===== config.mk =====
export PLATFORM = sky130hd
export DESIGN_NAME = pms_supervisor
export DESIGN_NICKNAME = d
export VERILOG_FILES = /design/src/common/pms_pkg.sv /design/src/rtl/pms_qual.sv /design/src/rtl/pms_supervisor.sv /design/src/rtl/pms_sync.sv
export VERILOG_INCLUDE_DIRS = /design/src /design/src/common
export SDC_FILE = /design/constraint.sdc
export NUM_CORES = 1
export LEC_CHECK = 0
export BUFFER_PORTS_ARGS = -buffer_cell sky130_fd_sc_hd__buf_2
export CORE_MARGIN = 2
export CORE_UTILIZATION = 50
export DETAILED_ROUTE_END_ITERATION = 10
export PLACE_DENSITY = 0.74
export REMOVE_ABC_BUFFERS = 1
export SETUP_SLACK_MARGIN = 0.02
export SYNTH_ARGS = -nofsm -noshare
export SYNTH_HDL_FRONTEND = slang
export SYNTH_SLANG_ARGS = --single-unit

===== constraint.sdc =====
create_clock -name core_clk -period 2.2 [get_ports core_clk]
set_input_delay 0.55 -clock core_clk [delete_from_list [all_inputs] [get_ports core_clk]]
set_output_delay 0.55 -clock core_clk [all_outputs]
set_load 0.1 [all_outputs]

===== src/common/pms_regs.svh =====
`ifndef PMS_REGS_SVH
`define PMS_REGS_SVH

// Register map
`define PMS_ADDR_W 12
`define PMS_OFF_CTRL 12'h000
`define PMS_OFF_STATUS 12'h004
`define PMS_OFF_FAULT 12'h008

// Control register fields
`define PMS_CTRL_W 2
`define PMS_CTRL_RST 2'h0
`define PMS_CTRL_NOSHED 0
`define PMS_CTRL_NODCM 1

// Fault register fields, timed qualifiers first
`define PMS_NQUAL 4
`define PMS_NFLT 5
`define PMS_FLT_OC 0
`define PMS_FLT_UB 1
`define PMS_FLT_UV 2
`define PMS_FLT_OV1 3
`define PMS_FLT_SC 4
`define PMS_FLT_OVA 5

// Status register fields
`define PMS_ST_STATE 0
`define PMS_ST_STATE_W 3
`define PMS_ST_COUNT 4
`define PMS_ST_COUNT_W 2
`define PMS_ST_SHED 6
`define PMS_ST_DCM 7
`define PMS_ST_FAST 8
`define PMS_ST_PG 9
`define PMS_ST_TT 10
`define PMS_ST_CLAMP 11

// Pin widths
`define PMS_VCODE_W 7

// Timing
`define PMS_CLK_NS 8
`define PMS_OC_QUAL_US 120
`define PMS_SLOW_QUAL_MS 1
`define PMS_START_DLY_US 120

`endif


===== src/common/pms_pkg.sv =====
package pms_pkg;
  `include "pms_regs.svh"

  typedef struct packed {
    logic [`PMS_ADDR_W-1:0] paddr;
    logic psel;
    logic penable;
    logic pwrite;
    logic [31:0] pwdata;
  } pms_apb_req_type;

  typedef struct packed {
    logic [31:0] prdata;
    logic pready;
    logic pslverr;
  } pms_apb_rsp_type;

  // Comparator flags from the analog front end
  typedef struct packed {
    logic over_current;
    logic short_circuit;
    logic unbalance;
    logic under_voltage;
    logic over_voltage;
    logic over_abs;
    logic below_release;
    logic thermistor_low;
  } pms_cmp_type;

  typedef struct packed {
    logic phase_drive_one;
    logic phase_drive_two;
    logic phase_drive_three;
    logic tristate;
    logic low_side_on;
  } pms_drive_type;

  typedef enum logic [2:0] {
    ST_OFF, ST_DELAY, ST_SOFT, ST_RUN, ST_FAULT
  } pms_state_type;

  typedef enum logic [1:0] {SP_NONE, SP_120, SP_180} pms_spacing_type;

  typedef enum logic [1:0] {SC_FULL, SC_TWO_THIRDS, SC_HALF} pms_scale_type;

  typedef struct packed {
    logic dcm_allow;
    pms_spacing_type spacing;
    pms_scale_type oc_scale;
    logic phase_two_sense_tie;
    logic slew_fast;
    logic slew_active;
    logic slew_source;
  } pms_mode_type;
endpackage : pms_pkg


===== src/rtl/pms_qual.sv =====
`timescale 1ns/10ps
module pms_qual #(
  parameter int COUNT = 15000
) (
  input wire logic core_clk,
  input wire logic rst,
  input wire logic cond,
  output logic qualified
);
  localparam int CW = $clog2(COUNT + 1);
  logic [CW-1:0] cnt;

  always_ff @(posedge core_clk) begin
    if (rst || !cond) begin
      cnt <= '0;
    end else if (cnt != CW'(COUNT)) begin
      cnt <= cnt + CW'(1);
    end
  end

  always_ff @(posedge core_clk) begin
    if (rst || !cond) begin
      qualified <= 1'h0;
    end else if (cnt == CW'(COUNT - 1)) begin
      qualified <= 1'h1;
    end
  end

  property p_restart;
    @(posedge core_clk) disable iff (rst)
    !cond |=> (cnt == '0) && !qualified;
  endproperty
  a_restart: assert property (p_restart)
    else $error("qualifier did not restart");

  property p_qual_time;
    @(posedge core_clk) disable iff (rst)
    $rose(qualified) |-> $past(cond) && $past(cnt) == CW'(COUNT - 1);
  endproperty
  a_qual_time: assert property (p_qual_time)
    else $error("qualifier fired at wrong count");
endmodule : pms_qual


===== src/rtl/pms_supervisor.sv =====
// The address map and the APB interface to the registers were decided locally.
`timescale 1ns/10ps
`include "pms_regs.svh"
// Notes on behaviour
// - Conduction may be discontinuous only with deep sleep high, deeper stop low
// - Power state low disables phase two; phases one and three keep running
// - Three-phase build shedding phase two moves interleave to 180 degrees
// - Shedding three to two scales current limits to two thirds
// - Shedding two to one halves both current limits
// - While phase two is shed its sense input ties to active phases
// - Overcurrent below short level latches after 120 us continuous
// - Short-circuit overload turns drives off and power good low at once
// - Phase sense mismatch above 9 mV for 1 ms latches off
// - Output 300 mV under target for 1 ms latches undervoltage
// - Output 200 mV over target for 1 ms latches overvoltage
// - Any such fault latches power good low and tri-states drives
// - Enable low or supply reset clears faults; restart soft-starts
// - Above 1.7 V clamp low side until under 0.85 V, repeat
// - Absolute overvoltage cleared only by supply power-on reset
// - Absolute overvoltage detector stays active while enabled
// - Thermistor below 1.18 V asserts throttle low, nothing else
// - Voltage changes use slow slew in deep sleep, fast only in active run
// - Slow slew for start-up and entry, fast for exit to active
// - Slew current sources on rising command, sinks on falling
module pms_supervisor #(
  parameter int OC_QUAL_CYC =
    (`PMS_OC_QUAL_US * 1000 + `PMS_CLK_NS - 1) / `PMS_CLK_NS,
  parameter int MS_QUAL_CYC =
    (`PMS_SLOW_QUAL_MS * 1000000 + `PMS_CLK_NS - 1) / `PMS_CLK_NS,
  parameter int START_DLY_CYC =
    (`PMS_START_DLY_US * 1000 + `PMS_CLK_NS - 1) / `PMS_CLK_NS
) (
  input wire logic core_clk,
  input wire logic rst,
  input pms_pkg::pms_apb_req_type apb_req,
  output pms_pkg::pms_apb_rsp_type apb_rsp,
  input pms_pkg::pms_cmp_type cmp_flags,
  input wire logic [`PMS_VCODE_W-1:0] voltage_code,
  input wire logic deep_sleep_select,
  input wire logic deeper_stop_n,
  input wire logic power_state_n,
  input wire logic regulator_enable,
  input wire logic supply_ok,
  input wire logic boot_reached,
  input wire logic ref_settled,
  input wire logic phase_two_unused,
  input wire logic phase_three_unused,
  output pms_pkg::pms_drive_type drive,
  output pms_pkg::pms_mode_type mode,
  output logic power_good_out,
  output logic thermal_throttle_n
);
  import pms_pkg::*;

  localparam int DLY_W = $clog2(START_DLY_CYC + 1);
  localparam int SYNC_W = 8 + `PMS_VCODE_W + 9;

  logic [SYNC_W-1:0] pin_raw;
  logic [SYNC_W-1:0] pin_s;
  pms_cmp_type cmp_s;
  logic [`PMS_VCODE_W-1:0] vcode_s;
  logic ds_s;
  logic dstop_n_s;
  logic pss_n_s;
  logic ren_s;
  logic supply_s;
  logic boot_s;
  logic settled_s;
  logic unused2_s;
  logic unused3_s;

  pms_state_type state;
  pms_state_type next_state;
  logic [DLY_W-1:0] dly_cnt;
  logic enabled;
  logic monitor;
  logic fault_any;
  logic drive_ok;
  logic shed;
  logic clamp;
  logic ova_latch;
  logic [`PMS_NFLT-1:0] flt;
  logic [`PMS_NFLT-1:0] flt_set;
  logic [`PMS_NQUAL-1:0] qual_cond;
  logic [`PMS_NQUAL-1:0] qual_done;
  logic two_present;
  logic three_present;
  logic [1:0] phase_count;
  logic [1:0] active_count;
  logic [`PMS_CTRL_W-1:0] ctrl;
  logic [`PMS_VCODE_W-1:0] ref_code;
  logic [31:0] prdata_q;
  logic [31:0] status_word;
  logic mapped;

  // Pin synchronisation
  assign pin_raw = {cmp_flags, voltage_code, deep_sleep_select,
    deeper_stop_n, power_state_n, regulator_enable, supply_ok,
    boot_reached, ref_settled, phase_two_unused, phase_three_unused};
  assign {cmp_s, vcode_s, ds_s, dstop_n_s, pss_n_s, ren_s, supply_s,
    boot_s, settled_s, unused2_s, unused3_s} = pin_s;

  pms_sync #(.WIDTH(SYNC_W)) u_sync (
    .core_clk(core_clk),
    .rst(rst),
    .din(pin_raw),
    .dout(pin_s)
  );

  assign enabled = ren_s && supply_s;
  assign monitor = (state == ST_SOFT) || (state == ST_RUN);
  assign fault_any = |flt;
  assign drive_ok = monitor && !fault_any && !ova_latch &&
    !flt_set[`PMS_FLT_SC];
  assign shed = !pss_n_s && !ctrl[`PMS_CTRL_NOSHED] && two_present;
  assign phase_count = 2'(2'(two_present) + 2'(three_present) + 2'h1);
  assign active_count = 2'(phase_count - 2'(shed));

  // Sequencer
  always_comb begin
    next_state = state;
    case (state)
      ST_OFF: begin
        if (enabled && !ova_latch) begin
          next_state = ST_DELAY;
        end
      end
      ST_DELAY: begin
        if (dly_cnt == DLY_W'(START_DLY_CYC - 1)) begin
          next_state = ST_SOFT;
        end
      end
      ST_SOFT: begin
        if (boot_s) begin
          next_state = ST_RUN;
        end
      end
      ST_RUN: next_state = ST_RUN;
      ST_FAULT: next_state = ST_FAULT;
      default: next_state = ST_OFF;
    endcase
    if (monitor && (fault_any || ova_latch)) begin
      next_state = ST_FAULT;
    end
    if (!enabled) begin
      next_state = ST_OFF;
    end
  end

  always_ff @(posedge core_clk) begin
    if (rst) begin
      state <= ST_OFF;
    end else begin
      state <= next_state;
    end
  end

  always_ff @(posedge core_clk) begin
    if (rst || state != ST_DELAY) begin
      dly_cnt <= '0;
    end else begin
      dly_cnt <= dly_cnt + DLY_W'(1);
    end
  end

  // Phase strap capture at start-up
  always_ff @(posedge core_clk) begin
    if (rst) begin
      two_present <= 1'h1;
      three_present <= 1'h1;
    end else if (state == ST_OFF && enabled) begin
      two_present <= !unused2_s;
      three_present <= !unused3_s;
    end
  end

  // Fault qualification
  always_comb begin
    qual_cond = '0;
    qual_cond[`PMS_FLT_OC] = monitor && cmp_s.over_current;
    qual_cond[`PMS_FLT_UB] = monitor && cmp_s.unbalance;
    qual_cond[`PMS_FLT_UV] = (state == ST_RUN) && cmp_s.under_voltage;
    qual_cond[`PMS_FLT_OV1] = (state == ST_RUN) && cmp_s.over_voltage;
  end

  for (genvar i = 0; i < `PMS_NQUAL; i++) begin : g_qual
    pms_qual #(
      .COUNT(i == `PMS_FLT_OC ? OC_QUAL_CYC : MS_QUAL_CYC)
    ) u_qual (
      .core_clk(core_clk),
      .rst(rst),
      .cond(qual_cond[i]),
      .qualified(qual_done[i])
    );
  end

  always_comb begin
    flt_set = '0;
    flt_set[`PMS_NQUAL-1:0] = qual_done;
    flt_set[`PMS_FLT_SC] = monitor && cmp_s.short_circuit;
  end

  always_ff @(posedge core_clk) begin
    if (rst || !enabled) begin
      flt <= '0;
    end else begin
      flt <= flt | flt_set;
    end
  end

  // Absolute overvoltage latch and low-side clamp
  always_ff @(posedge core_clk) begin
    if (rst || !supply_s) begin
      ova_latch <= 1'h0;
    end else if (enabled && cmp_s.over_abs) begin
      ova_latch <= 1'h1;
    end
  end

  always_ff @(posedge core_clk) begin
    if (rst || !supply_s) begin
      clamp <= 1'h0;
    end else if (enabled && cmp_s.over_abs) begin
      clamp <= 1'h1;
    end else if (cmp_s.below_release) begin
      clamp <= 1'h0;
    end
  end

  // Phase drives
  always_ff @(posedge core_clk) begin
    if (rst) begin
      drive.phase_drive_one <= 1'h0;
      drive.phase_drive_two <= 1'h0;
      drive.phase_drive_three <= 1'h0;
      drive.tristate <= 1'h1;
      drive.low_side_on <= 1'h0;
    end else begin
      drive.phase_drive_one <= drive_ok;
      drive.phase_drive_two <= drive_ok && two_present && !shed;
      drive.phase_drive_three <= drive_ok && three_present;
      drive.tristate <= !drive_ok && !clamp;
      drive.low_side_on <= clamp;
    end
  end

  always_ff @(posedge core_clk) begin
    if (rst) begin
      power_good_out <= 1'h0;
    end else begin
      power_good_out <= (state == ST_RUN) && drive_ok && !clamp &&
        !(enabled && cmp_s.over_abs);
    end
  end

  always_ff @(posedge core_clk) begin
    if (rst) begin
      thermal_throttle_n <= 1'h1;
    end else begin
      thermal_throttle_n <= !cmp_s.thermistor_low;
    end
  end

  // Operating mode
  always_ff @(posedge core_clk) begin
    if (rst) begin
      mode.dcm_allow <= 1'h0;
      mode.spacing <= SP_NONE;
      mode.oc_scale <= SC_FULL;
      mode.phase_two_sense_tie <= 1'h0;
    end else begin
      mode.dcm_allow <= ds_s && !dstop_n_s &&
        !ctrl[`PMS_CTRL_NODCM];
      case (active_count)
        2'h3: mode.spacing <= SP_120;
        2'h2: mode.spacing <= SP_180;
        default: mode.spacing <= SP_NONE;
      endcase
      if (shed && three_present) begin
        mode.oc_scale <= SC_TWO_THIRDS;
      end else if (shed) begin
        mode.oc_scale <= SC_HALF;
      end else begin
        mode.oc_scale <= SC_FULL;
      end
      mode.phase_two_sense_tie <= shed;
    end
  end

  // Reference slew control
  always_ff @(posedge core_clk) begin
    if (rst) begin
      ref_code <= '0;
    end else if (state != ST_RUN || settled_s) begin
      ref_code <= vcode_s;
    end
  end

  always_ff @(posedge core_clk) begin
    if (rst) begin
      mode.slew_fast <= 1'h0;
      mode.slew_active <= 1'h0;
      mode.slew_source <= 1'h0;
    end else begin
      mode.slew_fast <= (state == ST_RUN) && !ds_s;
      mode.slew_active <= (state == ST_RUN) && (vcode_s != ref_code);
      mode.slew_source <= vcode_s < ref_code;
    end
  end

  // Register bus
  function automatic logic addr_hit(
    input logic [`PMS_ADDR_W-1:0] addr,
    input logic [`PMS_ADDR_W-1:0] offset
  );
    return addr == offset;
  endfunction : addr_hit

  assign mapped = addr_hit(apb_req.paddr, `PMS_OFF_CTRL) ||
    addr_hit(apb_req.paddr, `PMS_OFF_STATUS) ||
    addr_hit(apb_req.paddr, `PMS_OFF_FAULT);

  always_comb begin
    status_word = '0;
    status_word[`PMS_ST_STATE +: `PMS_ST_STATE_W] = state;
    status_word[`PMS_ST_COUNT +: `PMS_ST_COUNT_W] = phase_count;
    status_word[`PMS_ST_SHED] = shed;
    status_word[`PMS_ST_DCM] = mode.dcm_allow;
    status_word[`PMS_ST_FAST] = mode.slew_fast;
    status_word[`PMS_ST_PG] = power_good_out;
    status_word[`PMS_ST_TT] = thermal_throttle_n;
    status_word[`PMS_ST_CLAMP] = clamp;
  end

  always_ff @(posedge core_clk) begin
    if (rst) begin
      ctrl <= `PMS_CTRL_RST;
    end else if (apb_req.psel && apb_req.penable && apb_req.pwrite &&
        addr_hit(apb_req.paddr, `PMS_OFF_CTRL)) begin
      ctrl <= apb_req.pwdata[`PMS_CTRL_W-1:0];
    end
  end

  always_ff @(posedge core_clk) begin
    if (rst) begin
      prdata_q <= '0;
    end else if (apb_req.psel && !apb_req.penable) begin
      prdata_q <= '0;
      if (addr_hit(apb_req.paddr, `PMS_OFF_CTRL)) begin
        prdata_q[`PMS_CTRL_W-1:0] <= ctrl;
      end else if (addr_hit(apb_req.paddr, `PMS_OFF_STATUS)) begin
        prdata_q <= status_word;
      end else if (addr_hit(apb_req.paddr, `PMS_OFF_FAULT)) begin
        prdata_q[`PMS_NFLT-1:0] <= flt;
        prdata_q[`PMS_FLT_OVA] <= ova_latch;
      end
    end
  end

  always_comb begin
    apb_rsp.prdata = prdata_q;
    apb_rsp.pready = 1'h1;
    apb_rsp.pslverr = apb_req.psel && apb_req.penable && !mapped;
  end

  // Checks
  property p_dcm_gate;
    @(posedge core_clk) disable iff (rst)
    !(ds_s && !dstop_n_s) |=> !mode.dcm_allow;
  endproperty
  a_dcm_gate: assert property (p_dcm_gate)
    else $error("dcm allowed outside deeper sleep");

  property p_shed_two;
    @(posedge core_clk) disable iff (rst)
    shed |=> !drive.phase_drive_two;
  endproperty
  a_shed_two: assert property (p_shed_two)
    else $error("phase two driven while shed");

  property p_spacing;
    @(posedge core_clk) disable iff (rst)
    shed && three_present |=> mode.spacing == SP_180;
  endproperty
  a_spacing: assert property (p_spacing)
    else $error("interleave not widened after shed");

  property p_scale;
    @(posedge core_clk) disable iff (rst)
    shed |=> mode.oc_scale == ($past(three_present) ? SC_TWO_THIRDS
      : SC_HALF);
  endproperty
  a_scale: assert property (p_scale)
    else $error("limit scale wrong after shed");

  property p_tie;
    @(posedge core_clk) disable iff (rst)
    $fell(shed) |=> !mode.phase_two_sense_tie;
  endproperty
  a_tie: assert property (p_tie)
    else $error("sense tie held after re-enable");

  property p_short;
    @(posedge core_clk) disable iff (rst)
    monitor && cmp_s.short_circuit |=> !power_good_out
      && !drive.phase_drive_one ##1 !enabled || fault_any;
  endproperty
  a_short: assert property (p_short)
    else $error("short circuit not acted on");

  property p_fault_off;
    @(posedge core_clk) disable iff (rst)
    fault_any |=> !power_good_out && !drive.phase_drive_three;
  endproperty
  a_fault_off: assert property (p_fault_off)
    else $error("drive or power good active under fault");

  property p_clear;
    @(posedge core_clk) disable iff (rst)
    !enabled |=> flt == '0 && state == ST_OFF;
  endproperty
  a_clear: assert property (p_clear)
    else $error("faults not cleared by disable");

  property p_clamp;
    @(posedge core_clk) disable iff (rst)
    enabled && cmp_s.over_abs |=> clamp ##1 drive.low_side_on
      && !power_good_out;
  endproperty
  a_clamp: assert property (p_clamp)
    else $error("overvoltage clamp missing");

  property p_ova_hold;
    @(posedge core_clk) disable iff (rst)
    ova_latch && supply_s |=> ova_latch;
  endproperty
  a_ova_hold: assert property (p_ova_hold)
    else $error("absolute overvoltage cleared early");

  property p_throttle;
    @(posedge core_clk) disable iff (rst)
    cmp_s.thermistor_low |=> !thermal_throttle_n;
  endproperty
  a_throttle: assert property (p_throttle)
    else $error("throttle not asserted");

  property p_slew;
    @(posedge core_clk) disable iff (rst)
    state != ST_RUN || ds_s |=> !mode.slew_fast;
  endproperty
  a_slew: assert property (p_slew)
    else $error("fast slew outside active run");
endmodule : pms_supervisor


===== src/rtl/pms_sync.sv =====
`timescale 1ns/10ps
module pms_sync #(
  parameter int WIDTH = 1
) (
  input wire logic core_clk,
  input wire logic rst,
  input wire logic [WIDTH-1:0] din,
  output logic [WIDTH-1:0] dout
);
  logic [WIDTH-1:0] s1;
  logic [WIDTH-1:0] s2;
  logic [WIDTH-1:0] s3;

  always_ff @(posedge core_clk) begin
    if (rst) begin
      s1 <= '0;
      s2 <= '0;
      s3 <= '0;
    end else begin
      s1 <= din;
      s2 <= s1;
      s3 <= s2;
    end
  end

  // A change counts once second and third stage agree
  for (genvar i = 0; i < WIDTH; i++) begin : g_bit
    always_ff @(posedge core_clk) begin
      if (rst) begin
        dout[i] <= 1'h0;
      end else if (s2[i] == s3[i]) begin
        dout[i] <= s3[i];
      end
    end
  end
endmodule : pms_sync

==> metrics.txt <==
design area=10200 µm²; PD cells=826 nW/µm²; post-route antenna net violation count=0; Worst EP arrival=roughly 1.5 ns; Ports=between 100 and 150; static leakage=3.76 nW; DP Cell Count=1231; TritonCTS Buffers=23; Worst Setup Start Kind=primary input; Yosys Warn Count=0; Rel. slew slack=0.585; WS Path Type=primary input to output port; Peak Freq=0.478 GHz; vias=6597; drt via density=around 5.2; Remaining DRCs=0; Post-Syn Instances=948; max-cap violations=0; Post-synth EDFFs=0; post-CTS setup buffer count=0; pre-CTS setup slack=0.0837 ns; vias in the first global route=6030; FFs w/ async S/R, synth=0; min Tclk post-route=roughly 2.1 ns; Final HPWL DP=between 10 and 15 mm; Unique masters post-synth=65; number of iterations in the first detailed-routing pass=4; Crit Path Max Fanout=2; Setup TNS=0 ns; Cell Rows=48; worst setup margin=0.109 ns; placed cell areas=9470 µm²; unrepaired setup endpoints after global routing=false; routability cong.=~0.86; mapped cell area=8860 µm²; crit end category=output port; Area Growth Syn to Fin=15.4%; core outline area=between 15000 and 20000 µm²; CTS tree=done; die height=approximately 140 µm; clock latency at the later pin of the worst-skew pair=approximately 0.50 ns; GRT Total Usage=0.181; clk slew on worst S/H paths=approximately 0.06 ns; Final Hold Violating Endpoints=0; ANT cells=0; worst slew pin tran=0.617 ns; post-synthesis sequential element count=between 200 and 250; Fin Clk Skew=0.00592 ns; DRT iter0 DRCs=~290; Die Wd=137 µm; post-cts resize count=0; fin. max-slew vios=0; fin crit share=0.951; largest net degree at the start of global routing=62; status=complete, no violations; die area=18800 µm²; htree depth=1; antenna violations before repair=0; NumNets Final=between 1000 and 1500; IO Port Bufs=71; starting density of the core=0.512; filler-free cell count of the finished design=approximately 1300; first-pass GRT wire length=28.0 mm; sequential area share after synthesis=0.515; post-layout util=0.592; Post-synth top flop=dfxtp_1; WL final=16.7 mm; # setup viols final=0; grt ovf=0; Post-Syn Area per Cell=9.35 µm²; maximum vdd drop=839 µV; Max Buffers Root-to-Sink=3; Avg WL per Cell=13.1 µm; Critical Path RT=roughly 1.7 ns; HP Class=primary input to flip-flop; Sink Count=228; share of cells above drive strength 1=0.138; Hold-fix buffers, CTS=0; Root Buffer=clkbuf_16
[state kept, by name (all words and copies together), names as in the netlist]
register / flops
dly_cnt: 14
two_present: 1
mode: 9
u_sync.s1: 24
ctrl: 2
u_sync.s2: 24
state: 3
clamp: 1
drive: 5
ref_code: 7
u_sync.dout: 24
prdata_q: 12
u_sync.s3: 24
power_good_out: 1
g_qual.u_qual.cnt: 65
g_qual.u_qual.qualified: 4
thermal_throttle_n: 1
flt: 5
three_present: 1
ova_latch: 1
[placed cells by master, fill, tap and decap left out, types with 4 or more instances in the layout]
master       n
dfxtp_1    228
nor2_1     103
nor2b_1     77
buf_2       70
nand2_1     66
a21oi_1     52
xor2_1      38
o21ai_0     37
inv_1       29
nand4_1     29
nand3_1     27
clkbuf_16   23
conb_1      21
and3_1      19
buf_4       18
ha_1        17
nor3_1      15
xnor2_1     13
nand2b_1    13
and4_1      12
mux2i_1     11
nor4_1      10
and2_1       7
or3_1        7
nor3b_1      6
a22oi_1      6
or4_1        5
o21ai_1      5
nand3b_1     5
clkbuf_8     5
clkinv_2     5
a31oi_1      4
[synth_stat cells, drive strengths merged, types with 3 or more instances]
cell,n,area (µm²)
a221oi,3,26.3
xnor2,13,114
nand2,66,248
o31ai,3,22.5
a211o,3,26.3
clkbuf,25,93.8
a22oi,6,45.0
or3,8,51.3
nor4b,3,26.3
nor4,13,100
nor2b,77,482
nand2b,13,81.3
and3,20,126
nand4,29,181
o21ai,42,210
buf,26,180
or4,7,57.6
nor2,103,387
inv,29,109
nor3b,6,45.0
a41oi,3,26.3
and4,12,105
nor4bb,3,30.0
a21oi,52,260
a31o,3,26.3
and2,8,50.1
nor3,16,85.1
xor2,38,333
dfxtp,228,4560
mux2i,11,110
and4b,3,32.5
a31oi,4,25.0
nand3,28,153
nand3b,5,37.5
ha,17,213
[kinds of logic (layout without fill, tap and decap cells)]
kind of cell               after synthesis  count (layout)  share of synthesized area
AOI/OAI and AO/OA                      130             130                     0.0861
xor gates and xnor gates                51              51                     0.0504
adders and majority gates               18              18                     0.0263
buffers and inverters                   80             160                     0.0432
DFF                                    228             228                      0.515
muxes                                   11              11                     0.0124
other                                    2              21                   0.000847
and+or+nand+nor                        428             428                      0.266
[routing by layer]
| metal | global-route usage | part of all wire |
|---|---|---|
| met1 | 0.251 | 0.47 |
| met2 | 0.288 | 0.44 |
| met3 | 0.0337 | 0.065 |
| met4 | 0.0556 | 0.026 |
| met5 | 0 | 0 |
[through the flow]
step	hold WS, ns	power [mW]
after floorplan	0.380	4.54
after global placement	0.396	4.66
after detailed placement	0.409	4.66
after CTS	0.245	8.52
after global routing	0.242	8.73
final	0.259	8.45
[final timing paths]
| check | from | endpoint | slack [ns] | depth (start not counted) |
|---|---|---|---|---|
| worst max-delay path | apb_req[43] | apb_rsp[0] | 0.11 | 5 |
| worst min-delay path | ref_settled | u_sync.s1[2]$_SDFF_PP0_ | 0.26 | 2 |
| worst max register to register | g_qual[3].u_qual.cnt[0]$_SDFFE_PP0P_ | g_qual[3].u_qual.cnt[14]$_SDFFE_PP0P_ | 0.40 | 5 |
| worst min register to register | u_sync.dout[16]$_SDFFE_PP0N_ | thermal_throttle_n$_SDFF_PP1_ | 0.43 | 1 |
[layout make-up]
class	count	area [µm²]
fillers	1490	7070
flip-flops and latches	228	4560
multi-input cells	659	3990
clock buffers	31	656
repair buffers	90	526
well taps	225	282
clock inverters	10	109
inverters	29	109
[power breakdown]
| part | internal, mW | switching, mW | total, mW | leakage [nW] |
|---|---|---|---|---|
| clock network | 2.32 | 1.55 | 3.87 | 0.375 |
| registers | 4.19 | 0.0223 | 4.21 | 1.85 |
| logic | 0.0870 | 0.278 | 0.365 | 1.54 |
[worst max-delay path, cell delays in order]
cell	delay (ns)
buf_2	0.10
nor4_2	0.31
and3_1	0.22
a21oi_1	0.06
buf_2	0.29
No activity file was read; power rests on OpenSTA's default activity.
